[config.mk]
export PLATFORM = sky130hd
export DESIGN_NAME = lcd_phase_prescale_status
export DESIGN_NICKNAME = d
export VERILOG_FILES = /design/src/rtl/lcd_pps_pkg.sv /design/src/rtl/lcd_clock_prescaler.sv /design/src/rtl/lcd_phase_prescale_status.sv
export SDC_FILE = /design/constraint.sdc
export NUM_CORES = 1
export LEC_CHECK = 0
export BUFFER_PORTS_ARGS = -buffer_cell sky130_fd_sc_hd__buf_2
export CORE_MARGIN = 2
export CORE_UTILIZATION = 43
export CTS_CLUSTER_SIZE = 28
export DETAILED_ROUTE_END_ITERATION = 12
export MAX_ROUTING_LAYER = met4
export PLACE_DENSITY = 0.76
export SYNTH_ARGS = -nofsm -noshare
export SYNTH_HDL_FRONTEND = slang
export SYNTH_SLANG_ARGS = --single-unit
[constraint.sdc]
create_clock -name core_clk_i -period 1.3 [get_ports core_clk_i]
set_input_delay 0.065 -clock core_clk_i [delete_from_list [all_inputs] [get_ports core_clk_i]]
set_output_delay 0.065 -clock core_clk_i [all_outputs]
set_load 0.05 [all_outputs]
[src/rtl/lcd_pps_pkg.sv]
package lcd_pps_pkg;

  // ****************************************
  // register map
  // ****************************************
  localparam logic [3:0] ADDR_PHASE_PRESCALE = 4'h0;
  localparam logic [3:0] ADDR_DRIVER_CTRL = 4'h4;
  localparam logic [3:0] ADDR_SEG_PATTERN = 4'h8;

  // ****************************************
  // phase/prescale and driver control fields
  // ****************************************
  localparam int BIAS_BIT = 6;
  localparam int ACTIVE_BIT = 5;
  localparam int WALLOW_BIT = 4;
  localparam int PRESCALE_LSB = 0;
  localparam int PRESCALE_W = 4;
  localparam int MUX_LSB = 0;
  localparam int MUX_W = 2;
  localparam int ENABLE_BIT = 7;

  localparam logic [7:0] PHASE_PRESCALE_RST = 8'h00;
  localparam logic [7:0] DRIVER_CTRL_RST = 8'h00;
  localparam logic [7:0] SEG_PATTERN_RST = 8'h00;
  localparam logic [1:0] MUX_QUAD = 2'h3;

  // ****************************************
  // frame timing
  // ****************************************
  localparam logic [3:0] FRAME_TICKS = 4'hF;

endpackage

[src/rtl/lcd_clock_prescaler.sv]
`timescale 1ns/1ps
module lcd_clock_prescaler
  import lcd_pps_pkg::*;
#(
  parameter int W = PRESCALE_W
)
(
  input wire logic core_clk_i,
  input wire logic rst_n_i,
  input wire logic run_i,
  input wire logic [W-1:0] ratio_sel_i,
  output logic tick_o
);

  typedef struct packed {
    logic [W-1:0] cnt;
    logic tick;
  } pre_s;

  pre_s st_q;
  pre_s st_d;

  // one tick per (ratio_sel + 1) clocks
  always_comb
  begin
    st_d = st_q;
    st_d.tick = 1'b0;
    if (!run_i)
    begin
      st_d.cnt = '0;
    end
    else if (st_q.cnt >= ratio_sel_i)
    begin
      st_d.cnt = '0;
      st_d.tick = 1'b1;
    end
    else
    begin
      st_d.cnt = st_q.cnt + 1'b1;
    end
  end

  always_ff @(posedge core_clk_i or negedge rst_n_i)
  begin
    if (!rst_n_i)
    begin
      st_q <= '0;
    end
    else
    begin
      st_q <= st_d;
    end
  end

  assign tick_o = st_q.tick;

endmodule

[src/rtl/lcd_phase_prescale_status.sv]
`timescale 1ns/1ps
// Notes on behaviour
// with four-phase multiplex the bias bit selects one-third bias; software keeps it zero.
// the bias restriction holds when the multiplex select field equals binary 11.
// driver-active flag reads one while the driver runs, zero while idle.
// write-allow flag reads one only when segment pattern writes are permitted.
// prescaler field divides the LCD clock by field value plus one.
// unimplemented bits read as zero.
// software writes to the two status flag positions have no effect.
module lcd_phase_prescale_status
  import lcd_pps_pkg::*;
(
  input wire logic core_clk_i,
  input wire logic rst_n_i,
  input wire logic [3:0] avs_address,
  input wire logic avs_read,
  input wire logic avs_write,
  input wire logic [31:0] avs_writedata,
  input wire logic [3:0] avs_byteenable,
  output logic [31:0] avs_readdata,
  output logic avs_waitrequest,
  output logic lcd_tick_o,
  output logic driver_active_o,
  output logic bias_half_o
);

  // ****************************************
  // state
  // ****************************************
  typedef struct packed {
    logic bias;
    logic [3:0] prescale;
    logic enable;
    logic [1:0] mux;
    logic active;
    logic wallow;
    logic [3:0] frame_cnt;
    logic [7:0] seg_pattern;
    logic [31:0] rdata;
    logic ack;
    logic tick;
    logic bias_half;
  } st_s;

  st_s st_q;
  st_s st_d;
  logic pre_tick;

  function automatic logic [7:0] pps_read(input st_s s);
    logic [7:0] v;
    v = 8'h00;
    v[BIAS_BIT] = s.bias;
    v[ACTIVE_BIT] = s.active;
    v[WALLOW_BIT] = s.wallow;
    v[PRESCALE_LSB +: PRESCALE_W] = s.prescale;
    return v;
  endfunction

  lcd_clock_prescaler #(
    .W(PRESCALE_W)
  ) u_pre (
    .core_clk_i(core_clk_i),
    .rst_n_i(rst_n_i),
    .run_i(st_q.active),
    .ratio_sel_i(st_q.prescale),
    .tick_o(pre_tick)
  );

  // ****************************************
  // bus slave and status
  // ****************************************
  logic req;
  logic wr_hit;
  assign req = (avs_read || avs_write) && !st_q.ack;
  assign wr_hit = avs_write && !st_q.ack;

  always_comb
  begin
    st_d = st_q;
    st_d.ack = req;
    st_d.tick = pre_tick;
    st_d.rdata = 32'h0000_0000;
    if (avs_read && !st_q.ack)
    begin
      case (avs_address)
        ADDR_PHASE_PRESCALE: st_d.rdata = {24'h000000, pps_read(st_q)};
        ADDR_DRIVER_CTRL:
        begin
          st_d.rdata[ENABLE_BIT] = st_q.enable;
          st_d.rdata[MUX_LSB +: MUX_W] = st_q.mux;
        end
        ADDR_SEG_PATTERN: st_d.rdata[7:0] = st_q.seg_pattern;
        default: st_d.rdata = 32'h0000_0000;
      endcase
    end
    if (wr_hit && avs_byteenable[0])
    begin
      case (avs_address)
        ADDR_PHASE_PRESCALE:
        begin
          // status bits are not taken from the bus
          st_d.bias = avs_writedata[BIAS_BIT];
          st_d.prescale = avs_writedata[PRESCALE_LSB +: PRESCALE_W];
        end
        ADDR_DRIVER_CTRL:
        begin
          st_d.enable = avs_writedata[ENABLE_BIT];
          st_d.mux = avs_writedata[MUX_LSB +: MUX_W];
        end
        ADDR_SEG_PATTERN:
        begin
          if (st_q.wallow)
          begin
            st_d.seg_pattern = avs_writedata[7:0];
          end
        end
        default: st_d.seg_pattern = st_q.seg_pattern;
      endcase
    end
    // driver follows enable; write window opens at frame end
    st_d.active = st_q.enable;
    if (!st_q.active)
    begin
      st_d.frame_cnt = 4'h0;
      st_d.wallow = 1'b1;
    end
    else if (pre_tick)
    begin
      st_d.frame_cnt = st_q.frame_cnt + 4'h1;
      st_d.wallow = (st_q.frame_cnt == FRAME_TICKS);
    end
    // quad multiplex ignores the bias bit and forces one-third
    st_d.bias_half = st_q.bias && (st_q.mux != MUX_QUAD);
  end

  always_ff @(posedge core_clk_i or negedge rst_n_i)
  begin
    if (!rst_n_i)
    begin
      st_q <= '0;
    end
    else
    begin
      st_q <= st_d;
    end
  end

  assign avs_readdata = st_q.rdata;
  assign avs_waitrequest = !st_q.ack;
  assign lcd_tick_o = st_q.tick;
  assign driver_active_o = st_q.active;
  assign bias_half_o = st_q.bias_half;

  // ****************************************
  // assertions
  // ****************************************
  logic rd_hit;
  logic rd_pps;
  logic rd_ctrl;
  logic rd_seg;
  logic wr_lane;
  logic wr_pps;
  logic wr_ctrl;
  logic wr_seg;
  logic addr_mapped;
  assign rd_hit = avs_read && !st_q.ack;
  assign rd_pps = rd_hit && avs_address == ADDR_PHASE_PRESCALE;
  assign rd_ctrl = rd_hit && avs_address == ADDR_DRIVER_CTRL;
  assign rd_seg = rd_hit && avs_address == ADDR_SEG_PATTERN;
  assign wr_lane = wr_hit && avs_byteenable[0];
  assign wr_pps = wr_lane && avs_address == ADDR_PHASE_PRESCALE;
  assign wr_ctrl = wr_lane && avs_address == ADDR_DRIVER_CTRL;
  assign wr_seg = wr_lane && avs_address == ADDR_SEG_PATTERN;
  assign addr_mapped = avs_address == ADDR_PHASE_PRESCALE || avs_address == ADDR_DRIVER_CTRL
    || avs_address == ADDR_SEG_PATTERN;

  a_status_active: assert property (@(posedge core_clk_i) disable iff (!rst_n_i)
    ##1 st_q.active == $past(st_q.enable))
    else $error("active flag does not follow enable");
  a_wallow_idle: assert property (@(posedge core_clk_i) disable iff (!rst_n_i)
    !st_q.active |=> st_q.wallow)
    else $error("write allow low while idle");
  a_seg_blocked: assert property (@(posedge core_clk_i) disable iff (!rst_n_i)
    (wr_hit && avs_address == ADDR_SEG_PATTERN && !st_q.wallow) |=> $stable(st_q.seg_pattern))
    else $error("segment write taken while blocked");
  // a bus write may move the ratio mid-count, so it cancels the attempt
  a_tick_ratio: assert property (@(posedge core_clk_i) disable iff (!rst_n_i || wr_hit)
    (pre_tick && st_q.active && st_q.enable && $stable(st_q.prescale)
      && st_q.prescale == 4'h3) |=> !pre_tick [*3] ##1 pre_tick)
    else $error("prescale ratio wrong");
  a_tick_full: assert property (@(posedge core_clk_i) disable iff (!rst_n_i)
    (st_q.active && st_q.prescale == 4'h0) |=> pre_tick)
    else $error("ratio one does not tick every cycle");
  a_reserved_zero: assert property (@(posedge core_clk_i) disable iff (!rst_n_i)
    (avs_read && !st_q.ack && avs_address == ADDR_PHASE_PRESCALE) |=> avs_readdata[31:7] == 0)
    else $error("reserved bits not zero");
  a_status_ro: assert property (@(posedge core_clk_i) disable iff (!rst_n_i)
    (wr_hit && avs_address == ADDR_PHASE_PRESCALE && st_q.active == st_q.enable)
      |=> st_q.active == $past(st_q.active))
    else $error("bus write changed active flag");
  a_quad_bias: assert property (@(posedge core_clk_i) disable iff (!rst_n_i)
    (st_q.mux == MUX_QUAD) |=> !bias_half_o)
    else $error("half bias in quad multiplex");
  a_bus_ack: assert property (@(posedge core_clk_i) disable iff (!rst_n_i)
    (req) |=> !avs_waitrequest ##1 avs_waitrequest)
    else $error("bus answer not one cycle");
  a_ack_idle: assert property (@(posedge core_clk_i) disable iff (!rst_n_i)
    !(avs_read || avs_write) |=> avs_waitrequest)
    else $error("answer without request");
  a_ack_stand: assert property (@(posedge core_clk_i) disable iff (!rst_n_i)
    !avs_waitrequest |=> avs_waitrequest)
    else $error("answer stands longer than one cycle");

  // ****************************************
  // register read checks
  // ****************************************
  a_read_bias: assert property (@(posedge core_clk_i) disable iff (!rst_n_i)
    rd_pps |=> avs_readdata[BIAS_BIT] == $past(st_q.bias))
    else $error("bias bit read wrong");
  a_read_active: assert property (@(posedge core_clk_i) disable iff (!rst_n_i)
    rd_pps |=> avs_readdata[ACTIVE_BIT] == $past(st_q.active))
    else $error("active flag read wrong");
  a_read_wallow: assert property (@(posedge core_clk_i) disable iff (!rst_n_i)
    rd_pps |=> avs_readdata[WALLOW_BIT] == $past(st_q.wallow))
    else $error("write allow flag read wrong");
  a_read_prescale: assert property (@(posedge core_clk_i) disable iff (!rst_n_i)
    rd_pps |=> avs_readdata[PRESCALE_LSB +: PRESCALE_W] == $past(st_q.prescale))
    else $error("prescale field read wrong");
  a_read_top: assert property (@(posedge core_clk_i) disable iff (!rst_n_i)
    rd_pps |=> !avs_readdata[7])
    else $error("unimplemented bit seven not zero");
  a_ctrl_enable: assert property (@(posedge core_clk_i) disable iff (!rst_n_i)
    rd_ctrl |=> avs_readdata[ENABLE_BIT] == $past(st_q.enable))
    else $error("enable bit read wrong");
  a_ctrl_mux: assert property (@(posedge core_clk_i) disable iff (!rst_n_i)
    rd_ctrl |=> avs_readdata[MUX_LSB +: MUX_W] == $past(st_q.mux))
    else $error("multiplex select read wrong");
  a_ctrl_reserved: assert property (@(posedge core_clk_i) disable iff (!rst_n_i)
    rd_ctrl |=> avs_readdata[6:2] == 5'h00 && avs_readdata[31:8] == 24'h000000)
    else $error("control reserved bits not zero");
  a_seg_read: assert property (@(posedge core_clk_i) disable iff (!rst_n_i)
    rd_seg |=> avs_readdata[7:0] == $past(st_q.seg_pattern))
    else $error("segment pattern read wrong");
  a_seg_upper: assert property (@(posedge core_clk_i) disable iff (!rst_n_i)
    rd_seg |=> avs_readdata[31:8] == 24'h000000)
    else $error("segment upper bits not zero");
  a_unmapped_zero: assert property (@(posedge core_clk_i) disable iff (!rst_n_i)
    (rd_hit && !addr_mapped) |=> avs_readdata == 32'h0000_0000)
    else $error("unmapped read not zero");
  a_rdata_idle: assert property (@(posedge core_clk_i) disable iff (!rst_n_i)
    !rd_hit |=> avs_readdata == 32'h0000_0000)
    else $error("read data without read");

  // ****************************************
  // register write checks
  // ****************************************
  a_prescale_write: assert property (@(posedge core_clk_i) disable iff (!rst_n_i)
    wr_pps |=> {28'h0, st_q.prescale} == ($past(avs_writedata) & 32'h0000_000F))
    else $error("prescale write lost");
  a_bias_write: assert property (@(posedge core_clk_i) disable iff (!rst_n_i)
    wr_pps |=> {25'h0, st_q.bias, 6'h0} == ($past(avs_writedata) & 32'h0000_0040))
    else $error("bias write lost");
  a_enable_write: assert property (@(posedge core_clk_i) disable iff (!rst_n_i)
    wr_ctrl |=> {24'h0, st_q.enable, 7'h0} == ($past(avs_writedata) & 32'h0000_0080))
    else $error("enable write lost");
  a_mux_write: assert property (@(posedge core_clk_i) disable iff (!rst_n_i)
    wr_ctrl |=> {30'h0, st_q.mux} == ($past(avs_writedata) & 32'h0000_0003))
    else $error("multiplex write lost");
  a_seg_taken: assert property (@(posedge core_clk_i) disable iff (!rst_n_i)
    (wr_seg && st_q.wallow) |=> {24'h0, st_q.seg_pattern} == ($past(avs_writedata) & 32'h0000_00FF))
    else $error("allowed segment write lost");
  a_seg_other: assert property (@(posedge core_clk_i) disable iff (!rst_n_i)
    !wr_seg |=> $stable(st_q.seg_pattern))
    else $error("segment pattern changed without write");
  a_unmapped_write: assert property (@(posedge core_clk_i) disable iff (!rst_n_i)
    (wr_hit && !addr_mapped) |=> $stable(st_q.prescale) && $stable(st_q.bias)
      && $stable(st_q.enable) && $stable(st_q.mux))
    else $error("unmapped write changed a register");
  a_cfg_hold: assert property (@(posedge core_clk_i) disable iff (!rst_n_i)
    !wr_hit |=> $stable(st_q.prescale) && $stable(st_q.bias))
    else $error("settings changed without write");

  // ****************************************
  // status and prescaler checks
  // ****************************************
  a_wallow_hold: assert property (@(posedge core_clk_i) disable iff (!rst_n_i)
    (st_q.active && !pre_tick) |=> $stable(st_q.wallow))
    else $error("write allow moved between ticks");
  a_wallow_tick: assert property (@(posedge core_clk_i) disable iff (!rst_n_i)
    (st_q.active && pre_tick && st_q.frame_cnt != FRAME_TICKS) |=> !st_q.wallow)
    else $error("write allow open inside frame");
  a_wallow_end: assert property (@(posedge core_clk_i) disable iff (!rst_n_i)
    (st_q.active && pre_tick && st_q.frame_cnt == FRAME_TICKS) |=> st_q.wallow)
    else $error("write allow closed at frame end");
  a_frame_step: assert property (@(posedge core_clk_i) disable iff (!rst_n_i)
    (st_q.active && pre_tick) |=> st_q.frame_cnt == $past(st_q.frame_cnt) + 4'h1)
    else $error("frame counter did not step");
  a_frame_idle: assert property (@(posedge core_clk_i) disable iff (!rst_n_i)
    !st_q.active |=> st_q.frame_cnt == 4'h0)
    else $error("frame counter runs while idle");
  a_tick_idle: assert property (@(posedge core_clk_i) disable iff (!rst_n_i)
    !st_q.active |=> !pre_tick)
    else $error("prescaler ticks while idle");
  a_tick_pin: assert property (@(posedge core_clk_i) disable iff (!rst_n_i)
    pre_tick |=> lcd_tick_o)
    else $error("tick not passed to pin");
  a_tick_quiet: assert property (@(posedge core_clk_i) disable iff (!rst_n_i)
    !pre_tick |=> !lcd_tick_o)
    else $error("tick pin without prescaler tick");
  a_bias_pass: assert property (@(posedge core_clk_i) disable iff (!rst_n_i)
    (st_q.mux != MUX_QUAD) |=> bias_half_o == $past(st_q.bias))
    else $error("bias pin does not follow bias bit");
  a_bias_low: assert property (@(posedge core_clk_i) disable iff (!rst_n_i)
    !st_q.bias |=> !bias_half_o)
    else $error("half bias with bias bit clear");

  c_run: cover property (@(posedge core_clk_i) disable iff (!rst_n_i) $rose(st_q.active));
  c_window: cover property (@(posedge core_clk_i) disable iff (!rst_n_i)
    st_q.active && $rose(st_q.wallow));
  c_seg_write: cover property (@(posedge core_clk_i) disable iff (!rst_n_i)
    wr_hit && avs_address == ADDR_SEG_PATTERN && st_q.wallow);
  c_slow: cover property (@(posedge core_clk_i) disable iff (!rst_n_i)
    pre_tick && st_q.prescale == 4'hF);

endmodule

==> out/results.txt <==
status: complete, but fails checks
failing checks: setup timing
Mapped Avg Cell Area: 11.9 sq um
Peak Freq: 730 MHz
Die Span Y: 70.6 microns
r2r setup slk: -0.07 ns
worst min path class: in -> reg
Total GRT Usage: 15.1%
Final setup violation count: 17
die area: 0.00498 sq mm
layout cells sized above 1: 38.8%
synthesis warning total: 0
Ant. Diodes: 0
largest family of logic cells by synthesized area: buffers and inverters
multi-input logic area: 797 sq um
worst hold slack: 0.00929 ns
CTS tree: done
asr flop ratio synth: 100%
Buf+Inv Stages, Crit Path: 1
clock root cell: clkbuf_8
internal power: 0.00190 W
post-synthesis mux area share: 12.6%
count leader, synth: dfrtp_1
DIE WIDTH: 70.6 microns
initial antenna violation count: 0
sw frac: 31.5%
fillers: 370
Post-synth EDFFs: 0
final setup margin: -0.0692 ns
post-synthesis cell type count: 31
remaining routing DRC violations: 0
PortBufs: 28
slowest stage delay, CP: 0.39 ns
clock latency on the worst-skew pair: 0.29 ns
antenna viol nets, final: 0
max-cap violation count: 0
drt total wl: 3220 microns
endpoint class of the critical path: flop
Initial DRT Pass Iterations: 4
Comb power frac: 22.5%
Vias per Instance: 4.67
io pins: 80
sequential cell area: 951 sq um
Psw: 0.000871 W
clock buffer depth: 2
WS Path Type: reg -> reg
min cycle time layout: 1.37 ns
clk slew on worst S/H paths: 0.07 ns
Syn Inst Count: 160
post-synthesis xor/xnor area fraction: 2.30%
RSZ-0062 raised after global routing: true
fin crit share: 105%
Req. time, crit path: 1.48 ns
Clk pwr share: 27.4%
critical path data arrival time: 1.54 ns
skew final: 0.00281 ns
WL/cell: 12.7 microns
Synth top cells by count: dfrtp_1 (38), buf_4 (33), nor2_1 (13), mux2_2 (8), mux2_4 (8)
Most used DFF post-synth: dfrtp_1
Synth area leaders: dfrtp_1 (50%), buf_4 (13%), mux2_4 (6.3%)
GP Congestion: 0.822
Cell Pwr Density: 1260 mW/mm^2
H-tree depth: 2
Worst VDD drop: 0.463 mV
largest net degree at the start of global routing: 39
Post-Layout Cell Count: 253
leakage power: 1.11 nW
core area: 0.00432 sq mm
Post-Synth Simple-Gate Area: 11.6%
clock net sink count: 38
Num CTS Buffers: 5
setup TNS: -0.690 ns
Yosys top cell by area: dfrtp_1
startpoint types: flop
Synth Area in Adders: 3.94%
worst-path cell chain: and3b_2 > and3_4 > buf_6 > mux2_4
Slew Limit Fails: 0
via count: 1181
Initial Utilization: 44.0%
compound-gate portion of the synthesized area: 4.66%
area growth from synthesis to layout: 15.1%
Slowest cell on crit path: dfrtp_1
Final Hold Viols: 0
flops & latches, synth: 38
Reg power frac: 50.0%
DP Wirelength: 2340 microns
vias in the first global route: 1176
DP Cell Count: 243
Cell Rows: 24
Crit Path Max Fanout: 4
NumNets Final: 251
area share of the largest cell type after synthesis: 49.9%
synthesized area: 0.00190 sq mm
CP delay by family, top: simple AND/OR/NAND/NOR gates
Iter 0 DRT Violations: 29
GRT overflow: 0
Seq/Total Area, Yosys: 49.9%
overall power: 0.00277 W
first-pass GRT wire length: 5530 microns
[power groups by stage]
| stage | Combinational, W | Sequential, W | Clock [W] |
|---|---|---|---|
| after global routing | 0.000677 | 0.00140 | 0.000827 |
| after detailed placement | 0.000596 | 0.00141 | 0 |
| after global placement | 0.000585 | 0.00140 | 0 |
| final | 0.000624 | 0.00139 | 0.000759 |
| after floorplan | 0.000437 | 0.00144 | 0 |
| after CTS | 0.000624 | 0.00138 | 0.000789 |
[per-layer routing]
layer / vias to the layer above / global-route usage, % / share of wire (%)
li1: 560 / - / -
met1: 575 / 19.1 / 44
met2: 40 / 22.5 / 48
met3: 6 / 5.13 / 6.5
met4: 0 / 5.66 / 1.5
met5: - / - / 0
[worst paths after layout]
kind,cells after the start,to,from
setup / recovery,4,st_q[42],st_q[2]
max in group asynchronous,3,st_q[43],rst_n_i
hold / removal,2,st_q[39],avs_writedata[4]
setup reg to reg,4,st_q[42],st_q[2]
min in group asynchronous,3,st_q[41],rst_n_i
hold reg to reg,0,driver_active_o,st_d[48]
[stage by stage]
stage | util, % | setup slack (ns) | area [sq um]
2_1_floorplan | - | -0.00601 | 1990
3_3_place_gp | 47.2 | -0.0600 | 2040
3_5_place_dp | 47.2 | -0.0861 | 2040
4_1_cts | 50.6 | -0.0813 | 2190
5_1_grt | 50.7 | -0.106 | 2190
6_report | 50.7 | -0.0692 | 2190
[timing repair]
item	4_1_cts	5_1_grt
pin swaps	4	4
endpoints found under the setup margin	21	21
hold endpoints to repair	39	0
hold buffers	2	0
resized for setup	9	3
buffers inserted	1	0
[layout by cell type (no fill, tap or decap), types with 2 or more instances in the layout]
cell type      instances
inv_1                  6
xor2_1                 2
buf_6                  2
nor2_2                 2
ha_1                   5
nor2_1                11
mux2i_1                3
nand3_1                3
nand4_1                2
buf_4                 13
xnor2_1                3
buf_2                 28
a21oi_1                2
mux2_2                 8
dfrtp_1               38
or2_2                  2
and2_1                 4
nand2_1                4
clkbuf_8               5
a22oi_1                5
dlygate4sd3_1          2
clkbuf_1               2
conb_1                24
o211ai_1               2
mux2_4                 8
[logic make-up (layout without fill, tap and decap cells)]
family | count (synthesis) | after routing
adder cells (fa/ha/maj) | 6 | 6
other | 1 | 24
multiplexers | 19 | 19
XOR/XNOR | 5 | 5
buffers and inverters | 40 | 58
flip-flops | 38 | 38
AND/OR/NAND/NOR | 38 | 38
AO/OA/AOI/OAI | 13 | 13
[registers in the layout (all words and copies together) (netlist names)]
name / count
st_q: 21
avs_readdata: 8
u_pre.st_q: 4
bias_half_o: 1
driver_active_o: 1
lcd_tick_o: 1
st_d: 1
u_pre.tick_o: 1
[layout make-up]
type	instances	share of cell area [%]
sequential	38	43.4
multi-input combinational	105	36.4
timing repair buffer	45	12.8
clock buffer	7	3.48
tap	52	2.97
inverter	6	1.03
[worst reg2reg max path: cells and delay by family, from the launching register on]
kind,cells,cell delay (ns)
DFF,1,0.39
and+or+nand+nor,2,0.44
buffers and inverters,1,0.13
muxes,1,0.30
Power figures use the tool's default switching activity.
